**src/verilog/multi_cpu_status_flags_map.vh**
```
/*
 * Address map, field positions, reset values and shared widths of the
 * multi-CPU status flag bank.
 * Assumes a 32-bit classic Wishbone slave with word-aligned registers.
 */
// Overview of operation
// - fuse fault flag rises when any output module reports a blown fuse
// - fuse fault flag stays set until power-on reset, even when fuses recover
// - on a check request the four clock words are validated; flag set or cleared
// - each of four peer slots has a ready flag, high while it can cooperate
// - each slot has an in-reset flag, high while held, low after release
// - halt fault flag does not rise while a peer runs, continuation errors included
// - halt fault flag rises while the peer is stopped by a stop-class error
`ifndef MULTI_CPU_STATUS_FLAGS_MAP_VH
`define MULTI_CPU_STATUS_FLAGS_MAP_VH

// register byte offsets
`define FLAGS_OFS 8'h00
`define CTRL_OFS 8'h04
`define CLK_W0_OFS 8'h08
`define CLK_W1_OFS 8'h0C
`define CLK_W2_OFS 8'h10
`define CLK_W3_OFS 8'h14
`define IRQ_STAT_OFS 8'h18
`define IRQ_MASK_OFS 8'h1C

// flag layout, shared by flags, irq status and irq mask
`define FUSE_BIT 0
`define CLKERR_BIT 1
`define READY_LSB 4
`define INRST_LSB 8
`define HALT_LSB 12
`define FLAG_W 16

// control register fields
`define CTRL_CHECK_BIT 0

// sizes
`define PEERS 4
`define FUSE_MODULES 8
`define CLK_WORD_W 16

// reset values
`define FLAGS_RST 16'h0000
`define CLK_WORD_RST 16'h0000
`define IRQ_MASK_RST 16'h0000

`endif

```
**src/verilog/clock_value_checker.v**
```verilog
/*
 * Validates the four stored clock words as packed BCD date and time.
 * Assumes the words are stable while check_i is high.
 */
`timescale 1ns/1ps
`default_nettype none
`include "multi_cpu_status_flags_map.vh"
module clock_value_checker (
   input wire clk_i,
   input wire rst_i,
   input wire check_i,
   input wire [`CLK_WORD_W-1:0] word0_i,
   input wire [`CLK_WORD_W-1:0] word1_i,
   input wire [`CLK_WORD_W-1:0] word2_i,
   input wire [`CLK_WORD_W-1:0] word3_i,
   output reg error_o,
   output reg done_o
);
   // -----------------------------------------------
   // bcd field check
   // -----------------------------------------------
   // true when both digits are decimal and the value lies in [lo, hi]
   function bcd_ok;
      input [7:0] v;
      input [7:0] lo;
      input [7:0] hi;
      begin
         bcd_ok = (v[3:0] <= 4'h9) && (v[7:4] <= 4'h9) && (v >= lo) && (v <= hi);
      end
   endfunction

   wire valid;
   // word0 year, word1 month/day, word2 hour/minute, word3 second/weekday
   assign valid = bcd_ok(word0_i[15:8], 8'h00, 8'h99) && bcd_ok(word0_i[7:0], 8'h00, 8'h99)
      && bcd_ok(word1_i[15:8], 8'h01, 8'h12) && bcd_ok(word1_i[7:0], 8'h01, 8'h31)
      && bcd_ok(word2_i[15:8], 8'h00, 8'h23) && bcd_ok(word2_i[7:0], 8'h00, 8'h59)
      && bcd_ok(word3_i[15:8], 8'h00, 8'h59) && bcd_ok(word3_i[7:0], 8'h00, 8'h06);

   // result is only meaningful together with done_o
   always @(posedge clk_i) begin
      if (rst_i) begin
         error_o <= 1'b0;
         done_o <= 1'b0;
      end else begin
         done_o <= check_i;
         if (check_i) begin
            error_o <= ~valid;
         end
      end
   end
endmodule
`default_nettype wire

```
**src/verilog/peer_slot_flags.v**
```verilog
/*
 * Status flags of one peer CPU slot on the high-speed bus.
 * Assumes its inputs are synchronous levels from the peer monitor.
 */
`timescale 1ns/1ps
`default_nettype none
module peer_slot_flags (
   input wire clk_i,
   input wire rst_i,
   input wire ready_i,
   input wire in_reset_i,
   input wire error_i,
   input wire stop_class_i,
   output reg ready_o,
   output reg in_reset_o,
   output reg halt_o,
   output reg ready_chg_o,
   output reg halt_rise_o
);
   wire next_ready;
   wire next_halt;

   // ready only when out of reset and not halted
   assign next_ready = ready_i & ~in_reset_i & ~next_halt;
   // stop-class error halts; continuation errors do not
   // releasing the reset cancels the halt, a live stop error wins
   assign next_halt = (error_i & stop_class_i) | (halt_o & ~(in_reset_o & ~in_reset_i));

   // cleared at reset, then follow the sources
   always @(posedge clk_i) begin
      if (rst_i) begin
         ready_o <= 1'b0;
         in_reset_o <= 1'b0;
         halt_o <= 1'b0;
         ready_chg_o <= 1'b0;
         halt_rise_o <= 1'b0;
      end else begin
         ready_o <= next_ready;
         in_reset_o <= in_reset_i;
         halt_o <= next_halt;
         ready_chg_o <= next_ready ^ ready_o;
         halt_rise_o <= next_halt & ~halt_o;
      end
   end
endmodule
`default_nettype wire

```
**src/verilog/multi_cpu_status_flags.v**
```verilog
/*
 * Multi-CPU status flag bank: fuse fault latch, clock value check,
 * per-peer ready, in-reset and halt fault flags, interrupt status
 * and mask, all behind a classic Wishbone slave.
 * Unmapped offsets read as zero; writes to them are dropped but acked.
 * Assumes status inputs are synchronous to clk_i and that the
 * Wishbone master holds its request until ack.
 */
`timescale 1ns/1ps
`default_nettype none
`include "multi_cpu_status_flags_map.vh"
module multi_cpu_status_flags (
   input wire clk_i,
   input wire rst_i,
   // wishbone slave
   input wire cyc_i,
   input wire stb_i,
   input wire we_i,
   input wire [7:0] adr_i,
   input wire [3:0] sel_i,
   input wire [31:0] dat_i,
   output reg [31:0] dat_o,
   output reg ack_o,
   // status sources
   input wire [`FUSE_MODULES-1:0] fuse_blown_i,
   input wire [`PEERS-1:0] peer_ready_i,
   input wire [`PEERS-1:0] peer_in_reset_i,
   input wire [`PEERS-1:0] peer_error_i,
   input wire [`PEERS-1:0] peer_stop_class_i,
   // flag outputs
   output reg fuse_fault_latch_o,
   output reg clock_value_error_flag_o,
   output reg [`PEERS-1:0] peer_ready_flag_o,
   output reg [`PEERS-1:0] peer_in_reset_flag_o,
   output reg [`PEERS-1:0] peer_halt_fault_flag_o,
   output reg irq_o
);

   // --------------------------------------------------------------
   // functions
   // --------------------------------------------------------------

   // every register is 16 bits wide, so byte lanes 3:2 are ignored
   // merge a write into a 16-bit register under the low byte enables
   function [15:0] merge16;
      input [15:0] old;
      input [15:0] wr;
      input [1:0] sel;
      begin
         merge16[7:0] = sel[0] ? wr[7:0] : old[7:0];
         merge16[15:8] = sel[1] ? wr[15:8] : old[15:8];
      end
   endfunction

   // bits to clear for a write-one-to-clear under the byte enables
   function [15:0] w1c16;
      input [15:0] wr;
      input [1:0] sel;
      begin
         w1c16[7:0] = sel[0] ? wr[7:0] : 8'h00;
         w1c16[15:8] = sel[1] ? wr[15:8] : 8'h00;
      end
   endfunction

   // --------------------------------------------------------------
   // bus decode
   // --------------------------------------------------------------

   wire req;
   wire wr_req;
   wire rd_req;
   // a new access is taken only while ack is low, so each access
   // earns exactly one ack even when the strobe is held
   assign req = cyc_i & stb_i & ~ack_o;
   // writes land at the edge where the master samples ack, the one
   // edge at which it is allowed to consider the access done
   assign wr_req = cyc_i & stb_i & we_i & ack_o;
   // reads are answered from the registered mux one cycle after take
   assign rd_req = req & ~we_i;

   wire hit_ctrl;
   wire hit_w0;
   wire hit_w1;
   wire hit_w2;
   wire hit_w3;
   wire hit_stat;
   wire hit_mask;
   // full 8-bit compares, so no register answers at an alias
   assign hit_ctrl = adr_i == `CTRL_OFS;
   assign hit_w0 = adr_i == `CLK_W0_OFS;
   assign hit_w1 = adr_i == `CLK_W1_OFS;
   assign hit_w2 = adr_i == `CLK_W2_OFS;
   assign hit_w3 = adr_i == `CLK_W3_OFS;
   assign hit_stat = adr_i == `IRQ_STAT_OFS;
   assign hit_mask = adr_i == `IRQ_MASK_OFS;

   // --------------------------------------------------------------
   // stored clock words and check request
   // --------------------------------------------------------------

   reg [`CLK_WORD_W-1:0] clk_word0;
   reg [`CLK_WORD_W-1:0] clk_word1;
   reg [`CLK_WORD_W-1:0] clk_word2;
   reg [`CLK_WORD_W-1:0] clk_word3;
   reg check_req;

   // byte lanes merge, so one byte of a word can be patched alone;
   // the check bit is self-clearing and writing a zero does nothing
   // a check is a one-cycle pulse; words written in the same
   // access cannot race it because they live at other offsets
   always @(posedge clk_i) begin
      if (rst_i) begin
         clk_word0 <= `CLK_WORD_RST;
         clk_word1 <= `CLK_WORD_RST;
         clk_word2 <= `CLK_WORD_RST;
         clk_word3 <= `CLK_WORD_RST;
         check_req <= 1'b0;
      end else begin
         check_req <= wr_req & hit_ctrl & sel_i[0] & dat_i[`CTRL_CHECK_BIT];
         if (wr_req & hit_w0) begin
            clk_word0 <= merge16(clk_word0, dat_i[15:0], sel_i[1:0]);
         end
         if (wr_req & hit_w1) begin
            clk_word1 <= merge16(clk_word1, dat_i[15:0], sel_i[1:0]);
         end
         if (wr_req & hit_w2) begin
            clk_word2 <= merge16(clk_word2, dat_i[15:0], sel_i[1:0]);
         end
         if (wr_req & hit_w3) begin
            clk_word3 <= merge16(clk_word3, dat_i[15:0], sel_i[1:0]);
         end
      end
   end

   // --------------------------------------------------------------
   // clock value checker
   // --------------------------------------------------------------

   // verdict of the checker and its one-cycle valid strobe
   wire chk_error;
   wire chk_done;

   // the verdict lands one cycle after the request pulse
   // validate the four words on request
   clock_value_checker u_checker (
      .clk_i(clk_i),
      .rst_i(rst_i),
      .check_i(check_req),
      .word0_i(clk_word0),
      .word1_i(clk_word1),
      .word2_i(clk_word2),
      .word3_i(clk_word3),
      .error_o(chk_error),
      .done_o(chk_done)
   );

   // --------------------------------------------------------------
   // peer slots
   // --------------------------------------------------------------

   // per-slot flags and the one-cycle event pulses of each slot
   wire [`PEERS-1:0] slot_ready;
   wire [`PEERS-1:0] slot_in_reset;
   wire [`PEERS-1:0] slot_halt;
   wire [`PEERS-1:0] slot_ready_chg;
   wire [`PEERS-1:0] slot_halt_rise;

   // a halt is held through the peer's reset hold and dropped at the
   // release edge, so software sees the stop until the peer restarts
   // one flag set per slot, same logic for all four
   genvar g;
   generate
      for (g = 0; g < `PEERS; g = g + 1) begin : slot
         peer_slot_flags u_slot (
            .clk_i(clk_i),
            .rst_i(rst_i),
            .ready_i(peer_ready_i[g]),
            .in_reset_i(peer_in_reset_i[g]),
            .error_i(peer_error_i[g]),
            .stop_class_i(peer_stop_class_i[g]),
            .ready_o(slot_ready[g]),
            .in_reset_o(slot_in_reset[g]),
            .halt_o(slot_halt[g]),
            .ready_chg_o(slot_ready_chg[g]),
            .halt_rise_o(slot_halt_rise[g])
         );
      end
   endgenerate

   // --------------------------------------------------------------
   // fuse and clock error flags
   // --------------------------------------------------------------

   // the fuse latch ignores software; only rst_i clears it, so a
   // fuse that blew and recovered between two reads is never missed
   wire any_fuse;
   wire next_fuse;
   wire next_clkerr;
   // any module with a blown fuse
   assign any_fuse = |fuse_blown_i;
   assign next_fuse = fuse_fault_latch_o | any_fuse;
   // the error flag keeps its last verdict between requests
   // set on bad value, cleared on good value
   assign next_clkerr = chk_done ? chk_error : clock_value_error_flag_o;

   always @(posedge clk_i) begin
      if (rst_i) begin
         fuse_fault_latch_o <= 1'b0;
         clock_value_error_flag_o <= 1'b0;
         peer_ready_flag_o <= {`PEERS{1'b0}};
         peer_in_reset_flag_o <= {`PEERS{1'b0}};
         peer_halt_fault_flag_o <= {`PEERS{1'b0}};
      end else begin
         fuse_fault_latch_o <= next_fuse;
         clock_value_error_flag_o <= next_clkerr;
         // peer flags pass one more flop so each pin comes from this
         // module's own register, at the cost of one cycle of latency
         // ready flags exported for software interlock
         peer_ready_flag_o <= slot_ready;
         peer_in_reset_flag_o <= slot_in_reset;
         peer_halt_fault_flag_o <= slot_halt;
      end
   end

   // --------------------------------------------------------------
   // flag word
   // --------------------------------------------------------------

   reg [`FLAG_W-1:0] flags;
   // bits 3:2 are spare and read as zero
   // gathered from the registered outputs so software and pins agree
   always @* begin
      flags = `FLAGS_RST;
      flags[`FUSE_BIT] = fuse_fault_latch_o;
      flags[`CLKERR_BIT] = clock_value_error_flag_o;
      flags[`READY_LSB +: `PEERS] = peer_ready_flag_o;
      flags[`INRST_LSB +: `PEERS] = peer_in_reset_flag_o;
      flags[`HALT_LSB +: `PEERS] = peer_halt_fault_flag_o;
   end

   // --------------------------------------------------------------
   // interrupt status and mask
   // --------------------------------------------------------------

   // sticky status, its mask, and this cycle's events and clears
   reg [`FLAG_W-1:0] irq_stat;
   reg [`FLAG_W-1:0] irq_mask;
   reg [`FLAG_W-1:0] events;
   wire [`FLAG_W-1:0] clr;
   wire [`FLAG_W-1:0] next_irq_stat;

   // events: fuse latches, bad clock value, ready change,
   // reset entry, halt onset; each is a one-cycle pulse
   always @* begin
      events = `FLAGS_RST;
      events[`FUSE_BIT] = next_fuse & ~fuse_fault_latch_o;
      events[`CLKERR_BIT] = chk_done & chk_error;
      events[`READY_LSB +: `PEERS] = slot_ready_chg;
      events[`INRST_LSB +: `PEERS] = slot_in_reset & ~peer_in_reset_flag_o;
      events[`HALT_LSB +: `PEERS] = slot_halt_rise;
   end

   // software clears a status bit by writing a one to it
   assign clr = (wr_req & hit_stat) ? w1c16(dat_i[15:0], sel_i[1:0]) : `FLAGS_RST;
   // a new event wins over a clear in the same cycle
   assign next_irq_stat = (irq_stat & ~clr) | events;

   // the mask gates only the pin, never the status bits themselves
   always @(posedge clk_i) begin
      if (rst_i) begin
         irq_stat <= `FLAGS_RST;
         irq_mask <= `IRQ_MASK_RST;
         irq_o <= 1'b0;
      end else begin
         irq_stat <= next_irq_stat;
         if (wr_req & hit_mask) begin
            irq_mask <= merge16(irq_mask, dat_i[15:0], sel_i[1:0]);
         end
         // one cycle behind the status so the pin comes from a flop
         irq_o <= |(irq_stat & irq_mask);
      end
   end

   // --------------------------------------------------------------
   // read mux and ack
   // --------------------------------------------------------------

   reg [15:0] rd_val;
   // decodes the offsets of the hit wires above plus the flag word offset
   // unmapped offsets and control read as zero
   always @* begin
      case (adr_i)
         `FLAGS_OFS: begin
            rd_val = flags;
         end
         `CTRL_OFS: begin
            rd_val = 16'h0000;
         end
         `CLK_W0_OFS: begin
            rd_val = clk_word0;
         end
         `CLK_W1_OFS: begin
            rd_val = clk_word1;
         end
         `CLK_W2_OFS: begin
            rd_val = clk_word2;
         end
         `CLK_W3_OFS: begin
            rd_val = clk_word3;
         end
         `IRQ_STAT_OFS: begin
            rd_val = irq_stat;
         end
         `IRQ_MASK_OFS: begin
            rd_val = irq_mask;
         end
         default: begin
            rd_val = 16'h0000;
         end
      endcase
   end

   // read data is zero outside the ack cycle, so a master that samples
   // at the wrong edge picks up nothing stale
   // every access, mapped or not, is acked one cycle after it starts
   always @(posedge clk_i) begin
      if (rst_i) begin
         ack_o <= 1'b0;
         dat_o <= 32'h0000_0000;
      end else begin
         ack_o <= req;
         if (rd_req) begin
            dat_o <= {16'h0000, rd_val};
         end else begin
            dat_o <= 32'h0000_0000;
         end
      end
   end

endmodule
`default_nettype wire

```
**config.mk**
```make
export PLATFORM = sky130hd
export DESIGN_NAME = multi_cpu_status_flags
export DESIGN_NICKNAME = d
export VERILOG_FILES = /design/src/verilog/clock_value_checker.v /design/src/verilog/peer_slot_flags.v /design/src/verilog/multi_cpu_status_flags.v
export VERILOG_INCLUDE_DIRS = /design/src /design/src/verilog
export SDC_FILE = /design/constraint.sdc
export NUM_CORES = 1
export LEC_CHECK = 0
export ABC_AREA = 1
export BUFFER_PORTS_ARGS = -buffer_cell sky130_fd_sc_hd__buf_2
export CAP_MARGIN = 15
export CORE_MARGIN = 4
export CORE_UTILIZATION = 45
export CTS_CLUSTER_SIZE = 14
export DETAILED_ROUTE_END_ITERATION = 16
export PLACE_DENSITY = 0.66
export SLEW_MARGIN = 15
export SYNTH_ARGS = -nofsm -noshare
export SYNTH_HDL_FRONTEND = slang
export SYNTH_SLANG_ARGS = --single-unit
```
**constraint.sdc**
```tcl
create_clock -name clk_i -period 1.5 [get_ports clk_i]
set_input_delay 0.075 -clock clk_i [delete_from_list [all_inputs] [get_ports clk_i]]
set_output_delay 0.075 -clock clk_i [all_outputs]
set_load 0.005 [all_outputs]
```
Word level (Yosys, flattened, before mapping)
Index checks and enable logic that the tools add are counted.
{ "op_classes": {"bitwise_logic": 76, "mul": 0, "n_mux": 4, "n_lt_le_gt_ge": 32, "div": 0, "eq_ne": 7, "n_addsub": 0, "shift": 0, "n_reduce_logical": 45} }
{ "ops": {"columns": ["cell", "n"], "rows": [
  ["one-hot mux 16 bit (7 select lines)", 1],
  ["greater-or-equal comparator 8 x 1 -> 1 bit, second input constant", 8],
  ["less-or-equal comparator 4 bit, second input constant", 16],
  ["bitwise AND 1 bit", 40],
  ["bitwise AND 16 bit", 2],
  ["equality test 8 x 5 -> 1 bit, second input constant", 4],
  ["logical AND 1 bit", 31],
  ["inverter 1 bit", 21],
  ["AND reduction 2 bit", 10],
  ["equality test 8 x 4 -> 1 bit, second input constant", 2],
  ["less-or-equal comparator 8 x 6 -> 1 bit, second input constant", 2],
  ["less-or-equal comparator 8 x 7 -> 1 bit, second input constant", 2],
  ["less-or-equal comparator 8 bit, second input constant", 2],
  ["2-to-1 mux 16 bit", 1],
  ["2-to-1 mux 8 bit", 2],
  ["inverter 16 bit", 1],
  ["bitwise OR 16 bit", 1],
  ["OR reduction 16 bit", 1],
  ["equality test 8 x 3 -> 1 bit, second input constant", 1],
  ["less-or-equal comparator 8 x 3 -> 1 bit, second input constant", 1],
  ["less-or-equal comparator 8 x 5 -> 1 bit, second input constant", 1],
  ["zero test 8 bit", 1],
  ["OR reduction 8 bit", 1],
  ["bitwise OR 1 bit", 5],
  ["4 further kinds", 7]
]} }
{ "word_totals": {"out_inout_bits": 48, "romBits": 0, "ff_bits": 167, "n_memories": 0, "ram_bits": 0, "latch_bits": 0} }

Logic depth before layout (Yosys ltp)
Gate-level depths: netlist of run 1.
{ "depth": {"ltp_word": 12, "ltp_mapped": 8, "depth_no_buf": 8} }

Modules after synthesis
A second synthesis of run 1 with hierarchy kept.
{ "unflattened": {"hier_cells": 1011, "hier_area_um2": 7110.6} }
{ "modules_own_cells": {"columns": ["module", "area_per_inst_um2", "cells_per_inst", "instances"], "rows": [
  ["multi_cpu_status_flags", 6023.3, 842, 1],
  ["peer_slot_flags", 180.2, 22, 4],
  ["clock_value_checker", 366.6, 81, 1]
]} }

Worst setup path before layout of run 1
Ideal clock, no wire load.
{ "synth_path": {"path_type": "register to register", "start": "reg ack_o", "end": "reg clk_word0[0]", "stages_incl_launch_ff": 7, "slack_ns": 0.237, "arrival_ns": 1.131, "n_path_buf": 1, "period_less_slack_ns": 1.263, "setup_ns": 0.132, "path_cell_list": "dfxtp_1 -> nand2_1 -> nor2_4 -> buf_6 -> nand3_1 -> nand2_1 -> a21oi_1"} }
{ "synth_between": {"elab_chain_len": 3} }
{ "synth_rtl": {"columns": ["item", "line_no", "source"], "rows": [
  ["from (decl)", "multi_cpu_status_flags.v:23", "output reg ack_o,"],
  ["from (signal assigned)", "multi_cpu_status_flags.v:331", "ack_o <= req;"],
  ["bitwise AND 1 bit", "multi_cpu_status_flags.v:77", "assign wr_req = cyc_i & stb_i & we_i & ack_o;"],
  ["bitwise AND 1 bit", "multi_cpu_status_flags.v:120", "if (wr_req & hit_w0) begin"],
  ["AND reduction 2 bit (no source line)", null, null],
  ["to (signal assigned)", "multi_cpu_status_flags.v:113", "clk_word0 <= `CLK_WORD_RST;"],
  ["to (signal assigned)", "multi_cpu_status_flags.v:121", "clk_word0 <= merge16(clk_word0, dat_i[15:0], sel_i[1:0]);"],
  ["to (decl)", "multi_cpu_status_flags.v:101", "reg [`CLK_WORD_W-1:0] clk_word0;"]
]} }
Every way passes these cells.
A chain may end at the register's enable or synchronous reset.

Worst setup path in the final report of run 1
{ "layout_path": {"start": "reg ack_o", "end": "reg irq_mask[0]"} }
{ "layout_between": {"elab_chain_len": 3} }
{ "layout_rtl": {"columns": ["item", "line_no", "source"], "rows": [
  ["bitwise AND 1 bit", "multi_cpu_status_flags.v:77", null],
  ["bitwise AND 1 bit", "multi_cpu_status_flags.v:276", "if (wr_req & hit_mask) begin"],
  ["AND reduction 2 bit (no source line)", null, null],
  ["to (signal assigned)", "multi_cpu_status_flags.v:272", "irq_mask <= `IRQ_MASK_RST;"],
  ["to (signal assigned)", "multi_cpu_status_flags.v:277", "irq_mask <= merge16(irq_mask, dat_i[15:0], sel_i[1:0]);"],
  ["to (decl)", "multi_cpu_status_flags.v:247", "reg [`FLAG_W-1:0] irq_mask;"]
]} }
Every way passes these cells.

==> qor.csv, run 1 <==
metric,value,unit
worst setup margin,0.0513,ns
"Design Area, Final",8540,sq um
"Slowest-stage cell, CP",dfxtp_1,
via/cell ratio,5.40,
Routed wire per std cell,17.0,um
MaxCap Viol Count,0,
die area,17400,sq um
remaining global-route overflow,0,
top post-synthesis cells by area,"dfxtp_1 (44%), nand2_1 (9.6%), nor2_1 (9.1%)",
CP Launch Type,flop,
Detail Route Antenna Nets,0,
Max clock buf depth,2,
first-pass GRT wire length,34300,um
top_reg_cell synth,dfxtp_1,
Final nets,1161,
max incr delay on CP,0.34,ns
Die Ht,132,um
register clock-pin slew on the reported worst setup and hold paths,0.06,ns
Achievable Freq,690,MHz
maximum vdd drop,0.807,mV
Chip Width,132,um
DR iter-0 viols,730,
post-layout min period,1.45,ns
share of cells above drive strength 1,17.1,%
Critical Path Sink Type,flop,
overall power,9120,uW
CP required,1.81,ns
fin util,56.4,%
area growth from synthesis to layout,23.5,%
Pins Over Slew Limit,0,
critical path class,reg2reg,
gr usage total,24.9,%
Core ar.,15100,sq um
Post-Syn Area,6920,sq um
pin count of the biggest net entering global routing,64,
Syn Area/Cell,7.11,sq um
maximum fanout along the worst path,18,
number of synthesized flops with an enable pin,0,
pwr/cell area,1070,nW/um^2
endpoints failing setup,0,
crit path DAT,1.76,ns
initial antenna violation count,0,
top-count cell post-synth,nand2_1,
Cells after DPL,1224,
Site Rows,45,
TritonCTS Buffers,17,
"FF+latch count, synth",151,
crit share post-route,96.6,%
register area share after synthesis,43.7,%
Initial Utilization,45.7,%
status,finished clean,
Root Driver,clkbuf_16,
Antenna diodes,0,
crit-path cells,nand2_1 > nor2_4 > buf_12 > nand3_2 > o21ai_0 > nor2_1,
Fin. Hold Viols,0,
cell taking the most area after synthesis,dfxtp_1,
post-detail-place hpwl,15200,um
H-tree depth,4,
DP Area,7570,sq um
CTS tree,built,
Post-synth ARST share,0,%
cells after synthesis,973,
Routed WL,21900,um
Ys Warns,0,
DRC viols,0,
number of port buffers,86,
Boundary Pins,121,
CTS sink cnt,151,
Final Skew,0.00698,ns
drt first pass iters,6,
HP Class,in2reg,
Synth cell types,28,
leakage,0.00358,uW
Synth top cells by count,"nand2_1 (176), nor2_1 (168), dfxtp_1 (151), nand3_1 (121), inv_1 (62)",
Non-Filler Instances,1288,
RSZ-0062 raised after global routing,yes,
Worst-Skew Late Latency,0.43,ns
worst slack at placement,0.0666,ns
top-area cell type share of the netlist area,43.7,%
vias in the first global route,6514,
Final GP Congestion,0.900,
vias post-DR,6959,
[worst max-delay path, delay by kind of cell, from the launching register on]
family / cells / cell delay [ns]
AO/OA/AOI/OAI: 1 / 0.27
buffers and inverters: 1 / 0.19
flip-flops: 1 / 0.34
AND/OR/NAND/NOR: 4 / 0.53
[state kept, by name, indices dropped and copies added, names as in the netlist]
| register | cells |
|---|---|
| clock_value_error_flag_o | 1 |
| peer_halt_fault_flag_o | 4 |
| check_req | 1 |
| fuse_fault_latch_o | 1 |
| u_checker.done_o | 1 |
| clk_word1 | 16 |
| slot.u_slot.ready_o | 4 |
| clk_word0 | 16 |
| ack_o | 1 |
| slot.u_slot.halt_rise_o | 4 |
| slot.u_slot.in_reset_o | 4 |
| peer_in_reset_flag_o | 4 |
| slot.u_slot.ready_chg_o | 4 |
| u_checker.error_o | 1 |
| slot.u_slot.halt_o | 4 |
| irq_stat | 16 |
| dat_o | 16 |
| clk_word3 | 16 |
| irq_mask | 16 |
| clk_word2 | 16 |
| irq_o | 1 |
| peer_ready_flag_o | 4 |
[metal layers]
metal  up-vias  routed length [um]  global-route usage (%)
met5         -                   0                       0
li1       3419                   -                       -
met4         0                 301                    7.00
met1      3249                9430                    33.7
met3        24                1830                    5.99
met2       267               10400                    39.9
[final timing paths]
| path | startpoint | to | slack, ns | cells after the start |
|---|---|---|---|---|
| setup / recovery | ack_o | irq_mask[0] | 0.05 | 6 |
| hold / removal | fuse_blown_i[3] | fuse_fault_latch_o | 0.01 | 5 |
| setup reg to reg | ack_o | irq_mask[0] | 0.05 | 6 |
| hold reg to reg | slot[0].u_slot.ready_o | peer_ready_flag_o[0] | 0.43 | 2 |
[kinds of logic (layout without fill, tap and decap cells)]
kind of cell           Yosys count  in the layout  synth area share (%)
AOI/OAI and AO/OA              145            145                  11.5
buffers and inverters          134            246                  9.39
DFF                            151            151                  43.7
other                            1             16                0.0542
and+or+nand+nor                542            542                  35.4
[timing repair]
item,in CTS,in global routing
endpoints found under the setup margin,0,42
endpoints found under the hold margin,29,0
hold buffers,31,0
gates resized for setup,0,14
buffers inserted,0,1
[report_power, final]
group	switching [uW]	leakage [uW]	internal [uW]
registers	44.1	0.00122	4080
logic	359	0.00206	216
clock network	1650	0.000295	2780
[through the flow]
stage / hold WS (ns) / setup TNS, ns
floorplan: 0.181 / 0
global placement: 0.318 / 0
detailed placement: 0.329 / 0
CTS: 0.00267 / 0
global route: 0.0142 / -0.418
finish: 0.0127 / 0
[area by class of cell]
type	count	area, sq um
fillers	1449	6600
multi-input cells	703	3320
flip-flops and latches	151	3020
repair buffers	147	1100
clock buffers	23	488
inverters	68	264
well taps	188	235
clock inverters	8	120
[cell usage in the layout (no fill, tap or decap), drive strengths merged]
cell,count
inv,67
nand4,46
nor2,180
bufinv,3
nor3,7
buf,115
nand3b,1
a21oi,71
dlygate4sd3,31
dfxtp,151
clkinv,4
clkinvlp,2
a21boi,4
conb,16
o21ai,63
clkbuf,24
nand3,129
a31oi,2
nand2,179
o21a,5
Note: power is estimated with default switching activity, not from simulation.
==> inputs of run 2 (changes only) <==
- ABC_AREA: 1 -> unset
- PLACE_DENSITY: 0.66 -> 0.67
==> qor.csv, run 2 <==
metric,value,unit,change
vias post-DR,6052,,was 6959
TritonCTS Buffers,17,,unchanged
die area,16300,sq um,was 17400 sq um
crit path from,fuse_blown_i[6],,was ack_o
Post-synth ARST share,0,%,unchanged
Max clock buf depth,2,,unchanged
cell internal pwr,6860,uW,was 7070 uW
Final GP Congestion,0.937,,was 0.900
HP Class,in2reg,,unchanged
Ys Warns,0,,unchanged
cell taking the most area after synthesis,dfxtp_1,,unchanged
sequential fraction of design power,46.4,%,was 45.2%
leakage,0.00366,uW,was 0.00358 uW
Cells after DPL,992,,was 1224
"FF+latch count, synth",151,,unchanged
Syn Area/Cell,9.08,sq um,was 7.11 sq um
CP required,1.78,ns,was 1.81 ns
Boundary Pins,121,,unchanged
Synth top cells by count,"dfxtp_1 (151), nand2_1 (91), nor2_1 (84), a21oi_1 (64), mux2i_1 (54)",,"was nand2_1 (176), nor2_1 (168), dfxtp_1 (151), nand3_1 (121), inv_1 (62)"
maximum vdd drop,1.06,mV,was 0.807 mV
Fin. Hold Viols,0,,unchanged
register clock-pin slew on the reported worst setup and hold paths,0.06,ns,about the same
pin count of the biggest net entering global routing,135,,was 64
CTS sink cnt,151,,unchanged
Switching Share,22.9,%,was 22.5%
CP Launch Type,input port,,was flop
"commonest non-fill, non-tap cell in the layout",dfxtp_1,,was nand2_1
DP Area,7420,sq um,was 7570 sq um
Root Driver,clkbuf_16,,unchanged
top-count cell post-synth,dfxtp_1,,was nand2_1
DRC viols,0,,unchanged
Core ar.,14000,sq um,was 15100 sq um
post-layout min period,1.53,ns,was 1.45 ns
R2R Setup Slk,0,ns,was 0.05 ns
Setup crit end,fuse_fault_latch_o,,was irq_mask[0]
Rel. slew slack,45.9,%,
Final nets,949,,was 1161
crit share post-route,102,%,was 96.6%
Non-Filler Instances,1067,,was 1288
Worst Reg-to-Reg Cells,8,,was 6
Clock Power Share,46.2,%,was 48.5%
H-tree depth,4,,unchanged
Worst-Skew Late Latency,0.43,ns,about the same
overall power,8900,uW,was 9120 uW
remaining global-route overflow,0,,unchanged
number of synthesized flops with an enable pin,0,,unchanged
Achievable Freq,654,MHz,was 690 MHz
"Design Area, Final",8630,sq um,was 8540 sq um
Psw,2040,uW,was 2060 uW
Routed WL,20900,um,was 21900 um
CTS tree,built,,unchanged
Reg-to-Reg End,clk_word2[11],,was irq_mask[0]
Site Rows,43,,was 45
maximum fanout along the worst path,2,,was 18
Final Skew,0.00751,ns,was 0.00698 ns
initial antenna violation count,0,,unchanged
Pins Over Slew Limit,0,,unchanged
Detail Route Antenna Nets,0,,unchanged
Routed wire per std cell,19.6,um,was 17.0 um
violations in the final reports,negative setup slack,,
Antenna diodes,0,,unchanged
Die Ht,128,um,was 132 um
share of cells above drive strength 1,28.5,%,was 17.1%
Critical Path Sink Type,flop,,unchanged
most frequent cells in the layout,"dfxtp_1 (149), buf_2 (85), nor2_1 (82)",,"was nand2_1 (176), nor2_1 (167), dfxtp_1 (151)"
Post-Syn Area,6460,sq um,was 6920 sq um
top post-synthesis cells by area,"dfxtp_1 (47%), mux2i_1 (8.4%), nand2_1 (5.3%)",,"was dfxtp_1 (44%), nand2_1 (9.6%), nor2_1 (9.1%)"
gr usage total,25.7,%,was 24.9%
endpoints failing setup,2,,was 0
register area share after synthesis,46.8,%,was 43.7%
hold path startpoint,dat_i[10],,was fuse_blown_i[3]
status,"complete, but fails checks",,was finished clean
pwr/cell area,1030,nW/um^2,was 1070 nW/um^2
reg-to-reg startpoint,ack_o,,unchanged
cells after synthesis,711,,was 973
via/cell ratio,5.67,,was 5.40
Slew @ Worst Pin,0.808,ns,
MaxCap Viol Count,0,,unchanged
area growth from synthesis to layout,33.7,%,was 23.5%
crit path DAT,1.81,ns,was 1.76 ns
critical path class,in2reg,,was reg2reg
Synth cell types,50,,was 28
DR iter-0 viols,576,,was 730
Chip Width,128,um,was 132 um
worst setup margin,-0.0282,ns,was 0.0513 ns
post-detail-place hpwl,14400,um,was 15200 um
first-pass GRT wire length,32300,um,was 34300 um
Initial Utilization,46.2,%,was 45.7%
top-area cell type share of the netlist area,46.8,%,was 43.7%
number of port buffers,86,,unchanged
vias in the first global route,5770,,was 6514
Hold WS,0.0170,ns,was 0.0127 ns
drt first pass iters,5,,was 6
worst slack at placement,-0.324,ns,was 0.0666 ns
RSZ-0062 raised after global routing,yes,,unchanged
top_reg_cell synth,dfxtp_1,,unchanged
Comb power frac,7.3,%,was 6.3%
-- run 2: cell types whose count changed after synthesis, moves of 15 or more --
cell	previous run	this run
mux2i_1	0	54
buf_2	23	7
nor2b_1	0	16
o21ai_1	16	0
nand4_1	46	4
inv_1	62	8
nand3_1	121	41
a22oi_1	0	15
nor2_1	168	84
nand2_1	176	91
o21ai_0	46	18
-- run 2: cell type report --
| class | instances | area, sq um |
|---|---|---|
| fill | 1157 | 5350 |
| multi-input combinational | 514 | 3360 |
| sequential | 151 | 3030 |
| timing repair buffer | 184 | 1430 |
| clock buffer | 20 | 457 |
| tap | 180 | 225 |
| clock inverter | 10 | 105 |
| inverter | 8 | 30.0 |
-- run 2: worst min-delay path by stage --
| stage | end | slack (ns) | cells past startpoint |
|---|---|---|---|
| 2_1_floorplan | irq_stat[2] | 0.16 | 1 |
| 3_3_place_gp | ack_o | 0.30 | 2 |
| 3_5_place_dp | ack_o | 0.31 | 2 |
| 4_1_cts | clk_word0[10] | 0.002 | 3 |
| 5_1_grt | clk_word0[10] | 0.03 | 3 |
| 6_report | clk_word1[10] | 0.02 | 3 |
-- run 2: what timing repair did --
| item | 4_1_cts | 5_1_grt |
|---|---|---|
| pin swaps | 5 | 15 |
| hold endpoints to repair | 78 | 0 |
| buffers inserted | 5 | 2 |
| hold buffers | 38 | 0 |
| resized for setup | 14 | 50 |
| endpoints found under the setup margin | 98 | 99 |
| gates cloned | 1 | 0 |
-- run 2: routing by layer --
layer	track usage, %	routed length, um	share of wire (%)
met2	39.9	9660	46
met5	0	0	0
met3	6.58	2030	9.7
met1	34.8	8660	41
met4	9.30	536	2.6
-- run 2: metrics by stage --
| step | utilization [%] | setup TNS, ns |
|---|---|---|
| after CTS | 60.5 | -0.308 |
| after global routing | 61.7 | -2.29 |
| final | 61.7 | -0.0306 |
| after detailed placement | 53.0 | -18.75 |
| after floorplan | - | -7.32 |
| after global placement | 53.0 | -16.63 |
-- run 2: worst max-delay path, stage by stage --
cell and delay, ns:
dlygate4sd3_1 0.55, buf_2 0.13, nor4_1 0.31, dlygate4sd3_1 0.66, a31oi_1 0.09
-- run 2: power by group through the flow --
stage               logic [uW]  registers (uW)  clock network, uW
finish                     654            4130               4120
global route               704            4140               4320
CTS                        619            4120               4160
detailed placement         538            4210                  0
global placement           530            4210                  0
floorplan                  299            4190                  0
-- run 2: cells by family after synthesis --
kind of cell,after synthesis,share of synthesized area [%]
AND/OR/NAND/NOR,285,21.8
XOR/XNOR,4,0.542
other,1,0.0581
buffers and inverters,61,5.08
flip-flops,151,46.8
AO/OA/AOI/OAI,137,13.2
multiplexers,72,12.6
